`config.mk`:
```
export PLATFORM = sky130hd
export DESIGN_NAME = spsc_bank
export DESIGN_NICKNAME = d
export VERILOG_FILES = /design/src/spsc_pkg.sv /design/src/spsc_bank.sv /design/src/spsc_pin_sync.sv
export SDC_FILE = /design/constraint.sdc
export NUM_CORES = 1
export LEC_CHECK = 0
export BUFFER_PORTS_ARGS = -buffer_cell sky130_fd_sc_hd__buf_2
export CAP_MARGIN = 15
export CORE_ASPECT_RATIO = 0.75
export CORE_UTILIZATION = 45
export DETAILED_ROUTE_END_ITERATION = 10
export GPL_TIMING_DRIVEN = 0
export PLACE_DENSITY = 0.75
export SYNTH_ARGS = -nofsm -noshare
export SYNTH_HDL_FRONTEND = slang
export SYNTH_SLANG_ARGS = --single-unit
```
`constraint.sdc`:
```
create_clock -name pclk -period 2.5 [get_ports pclk]
set_clock_uncertainty 0.05 [all_clocks]
set_input_delay 0 -clock pclk [delete_from_list [all_inputs] [get_ports pclk]]
set_output_delay 0 -clock pclk [all_outputs]
set_load 0.05 [all_outputs]
```
`src/spsc_pkg.sv`:
```
/*
 Package of the serial port status and control bank: register indices,
 field positions, mode codes, reset values and shared state types.
 Assumes a 32-bit APB master and a byte-wide register view.
*/
// Functional notes
// - In SPI master mode a set sample phase bit samples input at the end of output time, clear at the middle.
// - In I2C mode a set sample phase bit disables slew control, a clear one enables it.
// - The edge select bit picks the SPI shift edge, and in I2C enables SMBus input levels.
// - In I2C slave mode the data/address bit shows whether the last byte moved was data.
// - In I2C mode the stop flag is set when a stop was the last bus condition seen.
// - In I2C mode the start flag is set when a start was the last bus condition seen.
// - Reset and a cleared port enable clear both the start and the stop flag.
// - In I2C slave mode the direction bit holds the address-match direction until start, stop or nack.
// - In I2C master mode the direction bit shows a transmit in progress.
// - The active indication is the OR of the transmit bit and the five sequence request bits; the code uses the transmit bit in I2C master mode only.
// - In 10-bit slave mode the update flag asks software to rewrite the address register.
// - During transmit the buffer full flag stays set until the written byte has gone out.
// - During receive the buffer full flag stays set until the received byte is read.
// - A cleared port enable turns the port off and hands the pins back to plain port use; the code still records start and stop events then.
package spsc_pkg;
	// Register indices; byte address is four times the index
	localparam logic [11:0] IDX_BUF  = 12'hf91;
	localparam logic [11:0] IDX_ADDR = 12'hf92;
	localparam logic [11:0] IDX_MSK  = 12'hf93;
	localparam logic [11:0] IDX_STAT = 12'hf94;
	localparam logic [11:0] IDX_CON1 = 12'hf95;
	localparam logic [11:0] IDX_CON2 = 12'hf96;
	localparam logic [11:0] IDX_CON3 = 12'hf97;
	localparam logic [11:0] IDX_EVT  = 12'hf98;
	localparam logic [11:0] IDX_EMSK = 12'hf99;
	// Status bit positions
	localparam int ST_SMP = 7;
	localparam int ST_CKE = 6;
	localparam int ST_DA  = 5;
	localparam int ST_P   = 4;
	localparam int ST_S   = 3;
	localparam int ST_RW  = 2;
	localparam int ST_UA  = 1;
	localparam int ST_BF  = 0;
	// Control one bit positions
	localparam int C1_WRITE_COLLISION_FLAG = 7;
	localparam int C1_OV   = 6;
	localparam int C1_EN   = 5;
	localparam int C1_CKP  = 4;
	// Event bit positions
	localparam int EV_START = 0;
	localparam int EV_STOP  = 1;
	localparam int EV_RX    = 2;
	localparam int EV_TX    = 3;
	localparam int EV_ERR   = 4;
	// Reset values
	localparam logic [7:0] RST_STAT = 8'h00;
	localparam logic [7:0] RST_CON1 = 8'h00;
	localparam logic [7:0] RST_REG  = 8'h00;
	// Mode codes of port_mode_select
	localparam logic [3:0] MD_I2C_MST = 4'h8;
	localparam logic [3:0] MD_I2C_FW  = 4'hb;
	localparam logic [3:0] MD_SPI_MSA = 4'ha;
	localparam logic [3:0] MD_SPI_SLV = 4'h4;
	localparam logic [3:0] MD_SPI_SL2 = 4'h5;
	localparam logic [3:0] MD_SL7     = 4'h6;
	localparam logic [3:0] MD_SL10    = 4'h7;
	localparam logic [3:0] MD_SL7I    = 4'he;
	localparam logic [3:0] MD_SL10I   = 4'hf;
	// Whole state of the bank
	typedef struct packed {
		logic [7:0] shift_buffer;
		logic [7:0] addr;
		logic [7:0] msk;
		logic [7:0] stat;
		logic [7:0] con1;
		logic [7:0] con2;
		logic [7:0] con3;
		logic [7:0] evt;
		logic [7:0] emsk;
		logic [7:0] prdata;
		logic       pready;
		logic       pslverr;
		logic       irq;
		logic       active;
		logic       tx_load;
		logic       sda_prev;
		logic       samp_end;
		logic       slew_en;
		logic       tx_idle_edge;
		logic       smbus;
		logic       gpio;
	} spsc_state_type;
endpackage

```
`src/spsc_bank.sv`:
```
/*
 Control and status register bank of the combined SPI and I2C port,
 reached over APB, with start/stop detection on the synchronised pins.
 Assumes a shift engine on pclk that reports bytes and sequence ends.
*/
module spsc_bank
	import spsc_pkg::*;
(
	input  wire logic        pclk,         // Module clock, 25 MHz
	input  wire logic        presetn,      // Async reset, active low
	input  wire logic        psel,         // APB select
	input  wire logic        penable,      // APB enable
	input  wire logic        pwrite,       // APB direction
	input  wire logic [15:0] paddr,        // APB byte address
	input  wire logic [31:0] pwdata,       // APB write data
	output logic      [31:0] prdata,       // APB read data
	output logic             pready,       // APB ready
	output logic             pslverr,      // APB error, unmapped
	input  wire logic        scl_pin,      // Serial clock pin level
	input  wire logic        sda_pin,      // Serial data pin level
	input  wire logic        rx_valid,     // Engine byte received
	input  wire logic [7:0]  rx_data,      // Engine received byte
	input  wire logic        tx_done,      // Engine byte sent
	input  wire logic        byte_is_addr, // Moved byte was an address
	input  wire logic        addr_match,   // Slave address matched
	input  wire logic        rw_bit,       // Direction bit at match
	input  wire logic        nack_seen,    // Not-acknowledge seen
	input  wire logic        master_tx,    // Master transmit busy
	input  wire logic        ua_set,       // Address rewrite needed
	input  wire logic [4:0]  seq_done,     // Sequence request ends
	output logic [7:0]       tx_byte,      // Byte to transmit
	output logic             tx_load,      // Transmit load pulse
	output logic [7:0]       mode,         // Control one copy
	output logic [7:0]       ctrl_three,   // Control three copy
	output logic [7:0]       reload_addr,  // Reload or address
	output logic [7:0]       addr_mask,    // Slave address mask
	output logic [4:0]       seq_request,  // Sequence request bits
	output logic             samp_end,     // Sample at end of bit
	output logic             slew_en,      // Slew control on
	output logic             tx_idle_edge, // Shift on active-to-idle
	output logic             smbus_levels, // SMBus input levels
	output logic             pins_gpio,    // Pins back to port use
	output logic             active,       // Port active
	output logic             irq           // Interrupt, level
);
	spsc_state_type st_reg;
	spsc_state_type st_next;
	logic           scl_s;
	logic           sda_s;
	logic           acc;
	logic           wr;
	logic           rd;
	logic [11:0]    idx;
	logic           is_i2c;
	logic           is_mst;
	logic           is_slv;
	logic           is_10b;
	logic           is_spi_mst;
	logic           start_ev;
	logic           stop_ev;
	logic [7:0]     rdv;
	logic           mapped;

	// Pins cross into pclk through the filter
	spsc_pin_sync #(.RST_LEVEL(1'b1)) u_scl (
		.pclk    (pclk),
		.presetn (presetn),
		.pin     (scl_pin),
		.level   (scl_s)
	);
	spsc_pin_sync #(.RST_LEVEL(1'b1)) u_sda (
		.pclk    (pclk),
		.presetn (presetn),
		.pin     (sda_pin),
		.level   (sda_s)
	);

	// Bus access decode; one wait state keeps pready a flop
	// Read side effects fall on the capture edge, so an event landing there survives
	assign acc = psel && penable && st_reg.pready;
	assign wr  = acc && pwrite && mapped;
	assign rd  = psel && penable && !st_reg.pready && !pwrite && mapped;
	assign idx = paddr[13:2];

	// Mode decode from port_mode_select
	assign is_mst     = (st_reg.con1[3:0] == MD_I2C_MST) || (st_reg.con1[3:0] == MD_I2C_FW);
	assign is_10b     = (st_reg.con1[3:0] == MD_SL10) || (st_reg.con1[3:0] == MD_SL10I);
	assign is_slv     = is_10b || (st_reg.con1[3:0] == MD_SL7) || (st_reg.con1[3:0] == MD_SL7I);
	assign is_i2c     = is_mst || is_slv;
	assign is_spi_mst = (st_reg.con1[3:0] <= 4'h3) || (st_reg.con1[3:0] == MD_SPI_MSA);

	// Bus conditions: sda moves while scl is high
	assign start_ev = scl_s && st_reg.sda_prev && !sda_s;
	assign stop_ev  = scl_s && !st_reg.sda_prev && sda_s;

	// Read mux
	always_comb begin
		rdv    = 8'h00;
		mapped = 1'b1;
		unique case (idx)
			IDX_BUF:  rdv = st_reg.shift_buffer;
			IDX_ADDR: rdv = st_reg.addr;
			IDX_MSK:  rdv = st_reg.msk;
			IDX_STAT: rdv = st_reg.stat;
			IDX_CON1: rdv = st_reg.con1;
			IDX_CON2: rdv = st_reg.con2;
			IDX_CON3: rdv = st_reg.con3;
			IDX_EVT:  rdv = st_reg.evt;
			IDX_EMSK: rdv = st_reg.emsk;
			default:  mapped = 1'b0;
		endcase
		if (paddr[15:14] != 2'b00 || paddr[1:0] != 2'b00) begin
			mapped = 1'b0;
		end
	end

	// Next state of the whole bank; all flags move on one edge
	always_comb begin
		st_next          = st_reg;
		st_next.pready   = psel && penable && !st_reg.pready;
		st_next.pslverr  = psel && penable && !st_reg.pready && !mapped;
		st_next.tx_load  = 1'b0;
		st_next.sda_prev = sda_s;
		if (psel && penable && !st_reg.pready && !pwrite) begin
			st_next.prdata = mapped ? rdv : 8'h00; // Unmapped reads give zero
		end

		// Software writes; status keeps its read-only bits
		if (wr) begin
			unique case (idx)
				IDX_ADDR: begin
					st_next.addr           = pwdata[7:0];
					st_next.stat[ST_UA]    = 1'b0;
				end
				IDX_MSK:  st_next.msk  = pwdata[7:0];
				IDX_STAT: st_next.stat[7:6] = pwdata[7:6];
				IDX_CON1: st_next.con1 = pwdata[7:0];
				IDX_CON2: st_next.con2 = pwdata[7:0];
				IDX_CON3: st_next.con3 = pwdata[7:0];
				IDX_EMSK: st_next.emsk = pwdata[7:0];
				IDX_BUF: begin
					// Write while the last byte is pending is a collision
					if (st_reg.stat[ST_BF]) begin
						st_next.con1[C1_WRITE_COLLISION_FLAG] = 1'b1;
						st_next.evt[EV_ERR]   = 1'b1;
					end else begin
						st_next.shift_buffer = pwdata[7:0];
						st_next.stat[ST_BF]  = 1'b1;
						st_next.tx_load      = 1'b1;
					end
				end
				default: ;
			endcase
		end

		// Reads with side effects
		if (rd && idx == IDX_BUF) begin
			st_next.stat[ST_BF] = 1'b0;
		end
		if (rd && idx == IDX_EVT) begin
			st_next.evt = 8'h00;
		end

		// Sequence requests end by the engine
		st_next.con2[4:0] = st_next.con2[4:0] & ~seq_done;

		// Transmitted byte leaves the buffer free
		if (tx_done) begin
			st_next.stat[ST_BF] = 1'b0;
			st_next.stat[ST_DA] = !byte_is_addr;
			st_next.evt[EV_TX]  = 1'b1;
		end

		// Received byte; ack and stop bits never reach here
		if (rx_valid) begin
			st_next.evt[EV_RX] = 1'b1;
			st_next.stat[ST_DA] = !byte_is_addr;
			if (st_reg.stat[ST_BF] && !(rd && idx == IDX_BUF)) begin
				st_next.con1[C1_OV] = 1'b1;
				st_next.evt[EV_ERR] = 1'b1;
			end else begin
				st_next.shift_buffer = rx_data;
				st_next.stat[ST_BF]  = 1'b1;
			end
		end

		// Direction bit by mode
		if (is_mst) begin
			st_next.stat[ST_RW] = master_tx;
		end else if (is_slv) begin
			if (addr_match) begin
				st_next.stat[ST_RW] = rw_bit;
			end else if (start_ev || stop_ev || nack_seen) begin
				st_next.stat[ST_RW] = 1'b0;
			end
		end

		// Update request only in 10-bit slave; set wins over the write
		if (ua_set && is_10b) begin
			st_next.stat[ST_UA] = 1'b1;
		end

		// Last bus condition seen
		if (is_i2c && start_ev) begin
			st_next.stat[ST_S]    = 1'b1;
			st_next.stat[ST_P]    = 1'b0;
			st_next.evt[EV_START] = 1'b1;
		end
		if (is_i2c && stop_ev) begin
			st_next.stat[ST_P]   = 1'b1;
			st_next.stat[ST_S]   = 1'b0;
			st_next.evt[EV_STOP] = 1'b1;
		end
		// Disabled port forgets bus conditions
		if (!st_reg.con1[C1_EN]) begin
			st_next.stat[ST_S] = 1'b0;
			st_next.stat[ST_P] = 1'b0;
		end

		// Mode-derived pin controls, registered so outputs come from flops
		st_next.samp_end     = is_spi_mst && st_reg.stat[ST_SMP];
		st_next.slew_en      = is_i2c && !st_reg.stat[ST_SMP];
		st_next.tx_idle_edge = !is_i2c && st_reg.stat[ST_CKE];
		st_next.smbus        = is_i2c && st_reg.stat[ST_CKE];
		st_next.gpio         = !st_reg.con1[C1_EN];
		st_next.active       = (is_mst && st_reg.stat[ST_RW]) | (|st_reg.con2[4:0]);
		st_next.irq          = |(st_next.evt & st_next.emsk);
	end

	// Single state register
	always_ff @(posedge pclk or negedge presetn) begin
		if (!presetn) begin
			st_reg          <= '0;
			st_reg.stat     <= RST_STAT;
			st_reg.con1     <= RST_CON1;
			st_reg.evt      <= RST_REG;
			st_reg.emsk     <= RST_REG;
			st_reg.sda_prev <= 1'b1;
			st_reg.gpio     <= 1'b1;
		end else begin
			st_reg <= st_next;
		end
	end

	// Outputs straight from the state flops
	assign prdata       = {24'h000000, st_reg.prdata};
	assign pready       = st_reg.pready;
	assign pslverr      = st_reg.pslverr;
	assign tx_byte      = st_reg.shift_buffer;
	assign tx_load      = st_reg.tx_load;
	assign mode         = st_reg.con1;
	assign ctrl_three   = st_reg.con3;
	assign reload_addr  = st_reg.addr;
	assign addr_mask    = st_reg.msk;
	assign seq_request  = st_reg.con2[4:0];
	assign samp_end     = st_reg.samp_end;
	assign slew_en      = st_reg.slew_en;
	assign tx_idle_edge = st_reg.tx_idle_edge;
	assign smbus_levels = st_reg.smbus;
	assign pins_gpio    = st_reg.gpio;
	assign active       = st_reg.active;
	assign irq          = st_reg.irq;
endmodule

```
`src/spsc_pin_sync.sv`:
```
/*
 Three-flop pin synchroniser with agreement filter.
 Assumes an asynchronous pin level and an active-low asynchronous reset.
*/
module spsc_pin_sync #(
	parameter logic RST_LEVEL = 1'b1
) (
	input  wire logic pclk,    // Module clock
	input  wire logic presetn, // Async reset, active low
	input  wire logic pin,     // Raw pin level
	output logic      level    // Filtered level
);
	typedef struct packed {
		logic s1;
		logic s2;
		logic s3;
		logic level;
	} spsc_sync_type;
	spsc_sync_type sy_reg;
	spsc_sync_type sy_next;

	// First flop feeds only the second; level moves once two and three agree
	always_comb begin
		sy_next    = sy_reg;
		sy_next.s1 = pin;
		sy_next.s2 = sy_reg.s1;
		sy_next.s3 = sy_reg.s2;
		if (sy_reg.s2 == sy_reg.s3) begin
			sy_next.level = sy_reg.s3;
		end
	end

	// Reset to the idle level so no false edge follows reset
	always_ff @(posedge pclk or negedge presetn) begin
		if (!presetn) begin
			sy_reg <= {4{RST_LEVEL}};
		end else begin
			sy_reg <= sy_next;
		end
	end

	assign level = sy_reg.level; // Straight from the filter flop
endmodule

```
==> impl_summary.md, run 1 <==
Placement
The number of placed instances, taps included, is 761. The final weighted congestion in routability-driven placement is ~0.84. Buffers placed on the I/O ports in this run total ~110. The placed instances occupy a cell area of between 6000 and 7000 um2.

Summed over all nets, the half-perimeter wirelength after detailed placement is ~9.9 mm.

Power and ir drop
In this run the power density over the cells is about 520 nW/um2. VDD sags by at most approximately 0.35 mV. The analysis attributes to cell leakage a power of 3.546 nW.

Yosys
The post-synthesis cell type with the largest combined area is sky130_fd_sc_hd__dfrtp_1. The cell area that synthesis handed to floorplanning was between 5000 and 6000 um2. Among all flip-flop cells after synthesis, the most frequent one is sky130_fd_sc_hd__dfrtp_1. The share of flip-flops with an asynchronous set or reset is 100.0%.

After synthesis, the cell types taking the most area are sky130_fd_sc_hd__dfrtp_1 (41%), sky130_fd_sc_hd__buf_4 (11%), sky130_fd_sc_hd__mux2_2 (8.2%), sky130_fd_sc_hd__dfstp_2 (4.9%), sky130_fd_sc_hd__mux2_1 (3.4%). Synthesis inferred 99 register bits. The most numerous cell in the Yosys netlist is sky130_fd_sc_hd__dfrtp_1.

During synthesis, Yosys emitted a total of 0 warnings. In the synthesized netlist, the cells that appear most often are sky130_fd_sc_hd__dfrtp_1 (89), sky130_fd_sc_hd__buf_4 (77), sky130_fd_sc_hd__mux2_2 (39). The mean instance size in the synthesized netlist is approximately 12 um2. The number of cells produced by synthesis is 464. The number of distinct library cell variants in the gate-level netlist after synthesis is 65. The synthesized design contains 0 enable-type register cells. The proportion of netlist area held by the largest area contributor is slightly above 40%. Summing the sequential cell areas from Yosys gives a little under half of the chip area.

STA
Based on the critical path, the design can be clocked at up to 409.2 MHz. The hold violation count in the final report is 0. Setup repair after global routing could not meet its margin everywhere. The worst path uses 97.75% of the clock period.

Headroom to the max-slew limit came out at about 29%. At the pin with the least slew margin, the transition time is around 1.1 ns. Hold is met by 0.01575 ns. The total count of max-transition violations in the final report came to 0. The post-route minimum period is about 2.4 ns. Setup violations remaining at the end of the flow were counted as 0.

Critical path
The largest individual stage delay along the critical path comes from the cell sky130_fd_sc_hd__or4_1. The critical path goes through nand4_1 -> or4_1 -> buf_6 -> nor2_4 -> mux2_4 -> a2111oi_2 -> o2111ai_1. The worst setup path is captured at a flop. The worst setup path is launched from a flop. In this design, the stage delay of the slowest critical-path cell is between 0.5 and 0.6 ns. The required time reported for the critical path endpoint is roughly 2.7 ns. The critical path class is flop to flop. Data arrives at the worst endpoint at approximately 2.6 ns. The biggest fanout along the worst timing path is 6.

Clock tree
The clock drives 99 sinks. For the worst-skew pair, the clock arrives at the later sink with an insertion delay of roughly 0.35 ns. The H-tree depth is 3. The clock tree from TritonCTS is done. After clock tree synthesis, the clock-pin slew on the worst setup and hold paths is 0.07 ns. The maximum buffer depth of the clock tree is 2. The clock buffer count from CTS is 9. The cell sitting at the root of the clock tree is a sky130_fd_sc_hd__clkbuf_16.

Global route
The met1 usage in global routing is about a third. The overall routing resource usage is between 20 and 25%. The number of antenna violations at the first check in global routing is 0. The aggregate global routing overflow is 0. In the global route stage, met2 resource usage came out at between 30 and 40%.

The first global-routing pass estimated ~21 mm of wire. The via count of the first global-routing pass came to ~4000. The global routing's busiest layer is met2. The maximum number of pins on one net before global-route repair is 56. The global routing usage on met3 is roughly 5.4%.

Routing
After detailed routing, the number of remaining DRC violations is 0. After detailed routing, the average wire length per cell comes to between 15 and 20 um. The pre-antenna-repair detailed-routing pass consisted of 5 iterations. The routed design has around 14 mm of wire. Using the TritonRoute via totals, the vias-per-cell ratio works out to around 5.2. The number of vias in the routed layout is about 4200. The number of violations reported at the end of detailed-routing iteration 0 is a little under 300. The number of nets still failing antenna checks after routing is 0.

Finish
Once layout is done, the placed cells without fillers occupy between 6000 and 7000 um2. The flip-flop count of the largest register, all copies and words added is 28. The final cell count without fillers is ~820. For this run, the post-layout net count is 726. The number of filler cells placed in the layout is about 960.

The area added between synthesis and finish is 28.97%. The diode insertion count for antenna repair is 0. Cells fill roughly three fifths of the core in the end. The share of final-layout standard cells stronger than drive strength 1 is 44.89%.

Worst hold path
The tightest min-delay check is of the input port to flop type.

Floorplanning
The width of the chip is 128.1 um. The floorplan has 34 rows. Once the floorplan was initialized, standard cells occupied between 40% and 50% of the core.

The I/O pin count is approximately 160. The floorplan step defined a die boundary enclosing approximately 12000 um2. The height of the die is about 97 um. The core region is about 12000 um2.

Job
Max-cap violations in this run came to 0.

Run status
The run finished with clean final reports.
worst max-delay path, delay by kind of cell, from the launching register on:
| kind | cells | cell delay (ns) |
|---|---|---|
| multiplexers | 1 | 0.33 |
| buffers and inverters | 1 | 0.17 |
| AO/OA/AOI/OAI | 2 | 0.52 |
| AND/OR/NAND/NOR | 3 | 0.82 |
| flip-flops | 1 | 0.41 |
metal layers:
| metal | wire length, um | up-vias |
|---|---|---|
| li1 | - | 1930 |
| met1 | 6230 | 2078 |
| met2 | 6268 | 182 |
| met3 | 1010 | 26 |
| met4 | 284 | 0 |
| met5 | 0 | - |
through the flow:
step                power [mW]  setup WS (ns)  TNS (ns)
floorplan                2.102       0.003509         0
global route             3.724       -0.05373  -0.05373
detailed placement       2.269       -0.07326   -0.4872
CTS                      3.601      0.0002729         0
finish                   3.592        0.05624         0
global placement         2.253       -0.01586   -0.1122
worst paths after layout:
check / startpoint / endpoint / slack [ns] / cells after the start
max: pready$_DFF_PN0_ / irq$_DFF_PN0_ / 0.06 / 7
min: paddr[5] / tx_load$_DFF_PN0_ / 0.02 / 3
max reg2reg: pready$_DFF_PN0_ / irq$_DFF_PN0_ / 0.06 / 7
min reg2reg: u_sda.sy_next[2]$_DFF_PN1_ / u_sda.sy_next[1]$_DFF_PN1_ / 0.31 / 0
max in group asynchronous: presetn / u_scl.level$_DFFE_PN1N_ / 1.51 / 3
min in group asynchronous: presetn / ctrl_three[7]$_DFFE_PN0P_ / 0.16 / 2
layout make-up:
type	count	area [um2]	share of cell area, %
Tap cell	162	202.7	2.927
Buffer	95	669.4	9.668
Clock inverter	5	28.78	0.4156
Timing Repair Buffer	152	983.4	14.20
Multi-Input combinational cell	287	2283	32.98
Inverter	6	22.52	0.3253
Sequential cell	99	2491	35.98
Clock buffer	11	242.7	3.506
report_power, final:
part	internal, mW	switching [mW]	total (mW)
clock network	0.696	0.607	1.30
registers	1.65	0.0388	1.69
logic	0.225	0.370	0.595
logic make-up after synthesis:
family,count (synthesis),synth area share [%]
other,1,0.06985
buffers and inverters,101,12.89
muxes,78,18.43
adders and majority gates,2,0.3729
DFF,99,46.38
AOI/OAI and AO/OA,73,9.602
xor gates and xnor gates,2,0.3263
and+or+nand+nor,108,11.93
placed cells by master, fill, tap and decap left out, types with 4 or more instances in the layout:
cell type                       count
sky130_fd_sc_hd__nand3_1           10
sky130_fd_sc_hd__mux4_2             8
sky130_fd_sc_hd__nand2_1           33
sky130_fd_sc_hd__a222oi_1           4
sky130_fd_sc_hd__a21o_1            12
sky130_fd_sc_hd__buf_4             83
sky130_fd_sc_hd__nor2_1            19
sky130_fd_sc_hd__inv_1              6
sky130_fd_sc_hd__nor3_1             5
sky130_fd_sc_hd__dfrtp_1           88
sky130_fd_sc_hd__mux2_2            38
sky130_fd_sc_hd__a22o_1             7
sky130_fd_sc_hd__a22oi_1            6
sky130_fd_sc_hd__dlygate4sd3_1     34
sky130_fd_sc_hd__conb_1            24
sky130_fd_sc_hd__a31oi_1            5
sky130_fd_sc_hd__clkbuf_16          9
sky130_fd_sc_hd__nand4_1            4
sky130_fd_sc_hd__mux2_1            16
sky130_fd_sc_hd__o21a_1             5
sky130_fd_sc_hd__buf_2            114
sky130_fd_sc_hd__o21ai_0           15
sky130_fd_sc_hd__mux2i_1            7
sky130_fd_sc_hd__mux2_4             9
sky130_fd_sc_hd__nor4_1             4
sky130_fd_sc_hd__a21oi_1            8
sky130_fd_sc_hd__dfstp_2           10
sky130_fd_sc_hd__clkbuf_1          10
timing repair:
action | CTS | global route
buffers inserted | 0 | 6
resized for setup | 0 | 1
setup endpoints to repair | 8 | 9
hold endpoints to repair | 110 | 0
pin swaps | 1 | 3
hold buffers | 34 | 0
(Power assumes the default switching activity.)
==> run 2: changes to the inputs <==
Settings changed: PLACE_DENSITY 0.75 to 0.76, SYNTH_HIERARCHICAL set to 1.
==> impl_summary.md, run 2 <==
Routing
The count of unresolved DRC violations after routing is 0 (unchanged). The routed length per placed instance is 18.53 um (was 16.88 um). The number of violations reported at the end of detailed-routing iteration 0 was 434 (was 298). The via count normalized by instance count was 5.338 (was 5.160). The number of vias in the routed layout is 4222 (was 4216). The detailed-routing iteration count for the pre-antenna-repair pass was 6 (was 5). The detailed-route wire length is 14.66 mm (was 13.79 mm). The number of nets still failing antenna checks after routing is 0 (unchanged).

Critical path
The worst-case reg-to-reg path depth was 7 (unchanged). The number of buffers and inverters on the critical path is 1 (unchanged). The slack of the worst reg-to-reg path is 0.07 ns (was 0.06 ns). The required time reported for the critical path endpoint is 2.64 ns (was 2.65 ns). Critical path cell sequence: nand4bb_1 -> buf_4 -> nand4b_1 -> or2_4 -> a22o_1 -> a222oi_1 -> o211ai_1 (was nand4_1 -> or4_1 -> buf_6 -> nor2_4 -> mux2_4 -> a2111oi_2 -> o2111ai_1). The type of destination of the critical path is a flop (unchanged). The biggest fanout along the worst timing path is 10 (was 6). The startpoint type of the worst setup path was a flop (unchanged). The largest stage delay on the critical path is 0.40 ns (was 0.52 ns).

The critical path class is flop to flop (unchanged). The worst endpoint data arrival time is 2.57 ns (was 2.59 ns). The cell at the slowest stage of the critical path is sky130_fd_sc_hd__dfrtp_1 (was sky130_fd_sc_hd__or4_1). The worst reg2reg path endpoint is irq$_DFF_PN0_ (unchanged). The startpoint of the lowest-slack register-to-register path was pready$_DFF_PN0_ (unchanged). The cell family with the largest share of critical-path delay is simple AND/OR/NAND/NOR gates (unchanged).

Finish
The most common cell after layout, fill and taps aside is sky130_fd_sc_hd__buf_2 (unchanged). Commonest cells after routing, fill and taps aside: sky130_fd_sc_hd__buf_2 (118), sky130_fd_sc_hd__dfrtp_1 (89), sky130_fd_sc_hd__buf_4 (80), sky130_fd_sc_hd__mux2_2 (41), sky130_fd_sc_hd__nor2_1 (36) (was sky130_fd_sc_hd__buf_2 (114), sky130_fd_sc_hd__dfrtp_1 (88), sky130_fd_sc_hd__buf_4 (83), sky130_fd_sc_hd__mux2_2 (38), sky130_fd_sc_hd__dlygate4sd3_1 (34)). The final cell count without fillers was 791 (was 817). The diode insertion count for antenna repair was 0 (unchanged).

The share of final-layout standard cells stronger than drive strength 1 came to 44.09% (was 44.89%). The post-layout net count is 723 (was 726). The flip-flop count of the largest register, all copies and words added is 28 (unchanged). The area added between synthesis and finish is 28.68% (was 28.97%).

Yosys
The yosys synthesis warning count was 6 (was 0). The most numerous cell in the Yosys netlist is sky130_fd_sc_hd__dfrtp_1 (unchanged). Most frequent cells after synthesis: sky130_fd_sc_hd__dfrtp_1 (89), sky130_fd_sc_hd__buf_4 (77), sky130_fd_sc_hd__mux2_2 (41) (was sky130_fd_sc_hd__dfrtp_1 (89), sky130_fd_sc_hd__buf_4 (77), sky130_fd_sc_hd__mux2_2 (39)). Largest cells by area after synthesis: sky130_fd_sc_hd__dfrtp_1 (43%), sky130_fd_sc_hd__buf_4 (11%), sky130_fd_sc_hd__mux2_2 (8.9%), sky130_fd_sc_hd__dfstp_2 (5.0%), sky130_fd_sc_hd__mux2i_1 (3.6%) (was sky130_fd_sc_hd__dfrtp_1 (41%), sky130_fd_sc_hd__buf_4 (11%), sky130_fd_sc_hd__mux2_2 (8.2%), sky130_fd_sc_hd__dfstp_2 (4.9%), sky130_fd_sc_hd__mux2_1 (3.4%)). The area of the mapped netlist is 5212 um2 (was 5369 um2). The flop and latch count out of synthesis was 99 (unchanged). The post-synthesis cell type with the largest combined area is sky130_fd_sc_hd__dfrtp_1 (unchanged).

The number of cells produced by synthesis is 466 (was 464). The mean instance size in the synthesized netlist is 11.19 um2 (was 11.57 um2). The share of flip-flops with an asynchronous set or reset is 100.0% (unchanged). The number of flops mapped to enable cells by yosys is 0 (unchanged). The main flop type after synthesis was sky130_fd_sc_hd__dfrtp_1 (unchanged). The sequential fraction of the synthesis area came to 47.77% (was 46.38%). The number of distinct library cell variants in the gate-level netlist after synthesis came to 56 (was 65). The proportion of netlist area held by the largest area contributor is 42.73% (was 41.48%).

Run status
Result of the run: completed (unchanged).

Global route
The wire length of the first global-routing pass is 22.65 mm (was 21.31 mm). The via count of the first global-routing pass is 4099 (was 3996). The overall routing resource usage came to 25.38% (was 23.01%). The maximum number of pins on one net before global-route repair came to 57 (was 56). The aggregate global routing overflow is 0 (unchanged). The number of antenna violations at the first check in global routing is 1 (was 0).

Clock tree
The clock-pin slew on the worst setup and hold paths is 0.06 ns (was 0.07 ns). The clock tree from TritonCTS is done (unchanged). The H-tree depth is 3 (unchanged). The maximum buffer depth of the clock tree is 2 (unchanged). The number of sinks handled by clock tree synthesis came to 99 (unchanged). The cell chosen for the clock root is sky130_fd_sc_hd__clkbuf_16 (unchanged).

The clock latency reported for the late side of the worst-skew pair was 0.34 ns (was 0.35 ns). The clock buffer count from CTS is 9 (unchanged).

Placement
The sum of net half-perimeters after detailed placement is 10.52 mm (was 9.851 mm). The final weighted congestion in routability-driven placement is 0.9566 (was 0.8387). The placed instance count is 742 (was 761).

The quantity of I/O buffers inserted on ports is 112 (was 111).

Floorplanning
The starting density of the core is 46.93% (was 46.23%). The I/O pin count came to 163 (unchanged). The height of the die was 95.21 um (was 96.60 um). The area of the core came to 11110 um2 (was 11610 um2).

The width of the chip was 126.3 um (was 128.1 um). The number of cell rows is 33 (was 34). The die area is 12020 um2 (was 12380 um2).

Power and ir drop
The cell area power density was 547.9 nW/um2 (was 518.7 nW/um2). The switching component of the power was 1.020 mW (was 1.016 mW). The fraction of power spent switching nets came to 27.76% (was 28.29%).

The sequential power share is 46.3% (was 47.2%). The leakage component of the power is 3.485 nW (was 3.546 nW). The share of total power in combinational logic is 15.1% (was 16.6%). The worst ir drop on vdd is 0.3623 mV (was 0.3456 mV).

The final total power is 3.675 mW (was 3.592 mW). The internal power summed over all cells is 2.655 mW (was 2.576 mW). The clock group share of total power is 38.6% (was 36.3%).

STA
Setup repair after global routing missed its margin: false (was true). The setup violation total in the final timing report is 0 (unchanged). The total count of max-transition violations in the final report is 0 (unchanged).

The final critical-path share of the clock period is 97.17% (was 97.75%). The hold violation count in the final report came to 0 (unchanged). The setup TNS is 0 ns (unchanged). The worst slew slack as a fraction of its limit is 27.38% (was 28.52%). The post-route minimum period is 2.429 ns (was 2.444 ns). The maximum clock frequency is 411.6 MHz (was 409.2 MHz). The actual transition at the worst max-transition pin is 1.080 ns (was 1.064 ns).

Job
The number of max-capacitance violations reported is 0 (unchanged).

Worst hold path
The worst hold-check path type was input port to flop (unchanged). The number of instances on the worst hold path is 4 (was 3). The endpoint of the worst hold-timing path is tx_load$_DFF_PN0_ (unchanged).

The start point of the worst hold path is paddr[0] (was paddr[5]).
## run 2: cell count changes after synthesis, sizes merged, moves of 6 or more
| cell | previous run | this run |
|---|---|---|
| nand2 | 34 | 24 |
| a22o | 7 | 1 |
| mux2 | 63 | 42 |
| nor2 | 21 | 37 |
| mux2i | 7 | 19 |
| a21oi | 8 | 27 |
## run 2: power groups by stage
stage	clock network (mW)	registers (mW)	logic, mW
5_1_grt	1.49	1.70	0.593
3_3_place_gp	0	1.72	0.495
4_1_cts	1.44	1.70	0.551
3_5_place_dp	0	1.73	0.508
2_1_floorplan	0	1.71	0.351
6_report	1.42	1.70	0.556
## run 2: cells by family after synthesis
kind of cell,after synthesis,synth area share (%)
compound gates,79,9.722
xor+xnor,2,0.3361
fa+ha+maj,2,0.4320
buf+inv,101,13.13
flops,99,47.77
mux,69,16.39
other cells,1,0.07194
simple gates,113,12.15
## run 2: per-stage QoR
stage / instance area, um2 / hold WS [ns] / worst slack, ns / utilization, %
global placement: 6035 / 0.05802 / -0.1032 / 54.33
floorplan: 5299 / -0.3456 / 0.1100 / -
finish: 6708 / 0.01299 / 0.07067 / 60.39
detailed placement: 6065 / -0.009389 / -0.09700 / 54.60
global route: 6708 / 0.02521 / 0.008697 / 60.39
CTS: 6693 / 0.002831 / 0.03434 / 60.26
## run 2: how the worst max path moves through the flow
stage                          start  cells past startpoint             to
global placement    pready$_DFF_PN0_                      7  irq$_DFF_PN0_
finish              pready$_DFF_PN0_                      7  irq$_DFF_PN0_
floorplan           pready$_DFF_PN0_                      7  irq$_DFF_PN0_
CTS                 pready$_DFF_PN0_                      7  irq$_DFF_PN0_
global route        pready$_DFF_PN0_                      7  irq$_DFF_PN0_
detailed placement  pready$_DFF_PN0_                      7  irq$_DFF_PN0_
## run 2: layout make-up
cell class	count	area, um2
repair buffers	147	925.9
well taps	140	175.2
flip-flops and latches	99	2490
plain buffers	91	650.6
clock buffers	10	239.0
multi-input cells	289	2127
clock inverters	5	62.56
fillers	963	4399
inverters	10	37.54
## run 2: tightest hold or removal path, stage by stage
cell	delay, ns
sky130_fd_sc_hd__buf_2	0.10
sky130_fd_sc_hd__nor4_4	0.05
sky130_fd_sc_hd__nand4_1	0.11
sky130_fd_sc_hd__nor4_1	0.08
## run 2: metal layers
metal | global-route usage [%] | vias to the layer above | part of all wire [%]
met1 | 35.81 | 2034 | 45
li1 | - | 1938 | -
met2 | 40.33 | 226 | 45
met3 | 4.545 | 22 | 8.6
met5 | 0 | - | 0.089
met4 | 7.430 | 2 | 1.4
## run 2: timing repair
action / in CTS / in global routing
buffers inserted: 0 / 1
hold buffers: 32 / 0
pin swaps: 0 / 3
endpoints found under the setup margin: 1 / 3
hold endpoints to repair: 92 / 0
gates resized for setup: 3 / 1
==> run 3: changes to the inputs <==
Settings changed: RECOVER_POWER set to 100.
==> impl_summary.md, run 3 (synthesis gave the netlist of run 2 again) <==
Power and ir drop
The leakage component of the power is 3.215 nW (was 3.485 nW). The worst ir drop on vdd is 0.3579 mV (was 0.3623 mV). The final total power is 3.661 mW (was 3.675 mW).

The cell area power density is 554.6 nW/um2 (was 547.9 nW/um2).

Worst hold path
The worst hold-check path type is input port to flop (unchanged). The start point of the worst hold path is paddr[0] (unchanged). The number of instances on the worst hold path is 4 (unchanged). The endpoint of the worst hold-timing path is tx_load$_DFF_PN0_ (unchanged).

Routing
The routed length per placed instance was 18.60 um (was 18.53 um). The via count normalized by instance count is 5.368 (was 5.338). The detailed-route wire length is 14.71 mm (was 14.66 mm).

The number of vias in the routed layout is 4246 (was 4222). The number of nets still failing antenna checks after routing is 0 (unchanged). The detailed-routing iteration count for the pre-antenna-repair pass is 5 (was 6).

The number of violations reported at the end of detailed-routing iteration 0 is 518 (was 434). The count of unresolved DRC violations after routing is 0 (unchanged).

Critical path
Critical path cell sequence: nand4bb_1 -> buf_4 -> nand4b_1 -> or2_4 -> a22o_1 -> a222oi_1 -> o211ai_1 (unchanged). The required time reported for the critical path endpoint is 2.64 ns (about the same). The type of destination of the critical path is a flop (unchanged).

The startpoint type of the worst setup path is a flop (unchanged). The worst endpoint data arrival time is 2.60 ns (was 2.57 ns). The startpoint of the lowest-slack register-to-register path is pready$_DFF_PN0_ (unchanged).

The biggest fanout along the worst timing path is 10 (unchanged). The critical path class was flop to flop (unchanged). The largest stage delay on the critical path is 0.40 ns (about the same). The cell at the slowest stage of the critical path was sky130_fd_sc_hd__dfrtp_1 (unchanged). The slack of the worst reg-to-reg path is 0.04 ns (was 0.07 ns). The worst-case reg-to-reg path depth was 7 (unchanged). The worst reg2reg path endpoint is irq$_DFF_PN0_ (unchanged).

STA
Setup repair after global routing missed its margin: false (unchanged). The maximum clock frequency is 405.9 MHz (was 411.6 MHz). The actual transition at the worst max-transition pin is 1.082 ns (was 1.080 ns). The hold violation count in the final report is 0 (unchanged). The final critical-path share of the clock period is 98.55% (was 97.17%). The post-route minimum period is 2.464 ns (was 2.429 ns). The setup violation total in the final timing report is 0 (unchanged). The final-layout worst hold slack is 0.01261 ns (was 0.01299 ns).

The worst slew slack as a fraction of its limit is 27.32% (was 27.38%). The total count of max-transition violations in the final report is 0 (unchanged).

Finish
Commonest cells after routing, fill and taps aside: sky130_fd_sc_hd__dfrtp_1 (89), sky130_fd_sc_hd__buf_4 (78), sky130_fd_sc_hd__clkbuf_1 (70), sky130_fd_sc_hd__buf_2 (51), sky130_fd_sc_hd__mux2_2 (38) (was sky130_fd_sc_hd__buf_2 (118), sky130_fd_sc_hd__dfrtp_1 (89), sky130_fd_sc_hd__buf_4 (80), sky130_fd_sc_hd__mux2_2 (41), sky130_fd_sc_hd__nor2_1 (36)). The post-layout net count came to 723 (unchanged). The share of final-layout standard cells stronger than drive strength 1 was 32.72% (was 44.09%).

The most common cell after layout, fill and taps aside is sky130_fd_sc_hd__dfrtp_1 (was sky130_fd_sc_hd__buf_2). The flip-flop count of the largest register, all copies and words added was 28 (unchanged). The area added between synthesis and finish came to 26.64% (was 28.68%). The final standard cell utilization of the core came to 59.43% (was 60.39%). The diode insertion count for antenna repair is 0 (unchanged). The number of filler cells placed in the layout is 1001 (was 963). The final cell count without fillers was 791 (unchanged).

Clock tree
The clock-pin slew on the worst setup and hold paths was 0.06 ns (about the same). The maximum buffer depth of the clock tree is 2 (unchanged). The clock tree from TritonCTS is done (unchanged).

The number of sinks handled by clock tree synthesis was 99 (unchanged). The cell chosen for the clock root is sky130_fd_sc_hd__clkbuf_16 (unchanged). The H-tree depth is 3 (unchanged). The clock buffer count from CTS was 9 (unchanged). The clock latency reported for the late side of the worst-skew pair is 0.34 ns (about the same).

Floorplanning
The width of the chip is 126.3 um (unchanged). The die area is 12020 um2 (unchanged). The area of the core is 11110 um2 (unchanged).

The starting density of the core was 46.93% (unchanged). The I/O pin count is 163 (unchanged). The number of cell rows is 33 (unchanged). The height of the die is 95.21 um (unchanged).

Run status
Result of the run: completed (unchanged).

Global route
The number of antenna violations at the first check in global routing is 1 (unchanged). The via count of the first global-routing pass is 4099 (unchanged). The aggregate global routing overflow came to 0 (unchanged).

The overall routing resource usage came to 25.38% (unchanged). The wire length of the first global-routing pass is 22.65 mm (unchanged). The maximum number of pins on one net before global-route repair is 57 (unchanged).

Placement
The quantity of I/O buffers inserted on ports is 112 (unchanged). The placed instance count is 742 (unchanged). The final weighted congestion in routability-driven placement is 0.9566 (unchanged).

The sum of net half-perimeters after detailed placement is 10.52 mm (unchanged).

Job
The number of max-capacitance violations reported was 0 (unchanged).
==> run 3: area by class of cell <==
cell class | instances | area (um2) | area share (%)
plain buffers | 91 | 649.4 | 9.837
repair buffers | 147 | 822.0 | 12.45
well taps | 140 | 175.2 | 2.654
clock inverters | 5 | 62.56 | 0.9477
clock buffers | 10 | 239.0 | 3.620
flip-flops and latches | 99 | 2490 | 37.72
inverters | 10 | 37.54 | 0.5686
multi-input cells | 289 | 2126 | 32.20
==> run 3: where the power goes <==
part	total (mW)	internal, mW	leakage (nW)	switching (mW)
combinational	0.543	0.185	1.79	0.358
sequential	1.70	1.65	1.28	0.0481
clock	1.42	0.805	0.146	0.615
total	3.66	2.64	3.21	1.02
==> run 3: worst max path at each step <==
stage,startpoint,to,slack [ns],cells past startpoint
5_1_grt,pready$_DFF_PN0_,tx_byte[6]$_DFF_PN0_,0.007,7
3_5_place_dp,pready$_DFF_PN0_,irq$_DFF_PN0_,-0.1,7
4_1_cts,pready$_DFF_PN0_,irq$_DFF_PN0_,0.03,7
2_1_floorplan,pready$_DFF_PN0_,irq$_DFF_PN0_,0.11,7
6_report,pready$_DFF_PN0_,irq$_DFF_PN0_,0.04,7
3_3_place_gp,pready$_DFF_PN0_,irq$_DFF_PN0_,-0.10,7
==> run 3: repair_timing <==
| item | 4_1_cts | 5_1_grt |
|---|---|---|
| gates resized for setup | 3 | 1 |
| setup buffers | 0 | 1 |
| endpoints found under the hold margin | 92 | 0 |
| hold buffers | 32 | 0 |
| pin swaps | 0 | 3 |
| setup endpoints to repair | 1 | 3 |
==> run 3: worst max-delay path: cells and delay by family, from the launching register on <==
kind,cells,cell delay [ns]
flip-flops,1,0.40
buffers and inverters,1,0.21
AO/OA/AOI/OAI,3,0.78
AND/OR/NAND/NOR,3,0.88
==> run 3: layer usage <==
metal	share of wire [%]	GRT usage, %	up-vias	routed length, um
met2	45	40.33	231	6652
met1	45	35.81	2055	6633
li1	-	-	1934	-
met4	1.4	7.430	2	212
met3	8.2	4.545	24	1199
met5	0.088	0	-	13
==> run 3: per-stage QoR <==
stage / TNS, ns / cell area, um2 / setup WS [ns]
final: 0 / 6601 / 0.03626
after global routing: 0 / 6601 / 0.007187
after CTS: 0 / 6693 / 0.03434
after detailed placement: -0.09700 / 6065 / -0.09700
after global placement: -0.1032 / 6035 / -0.1032
after floorplan: 0 / 5299 / 0.1100
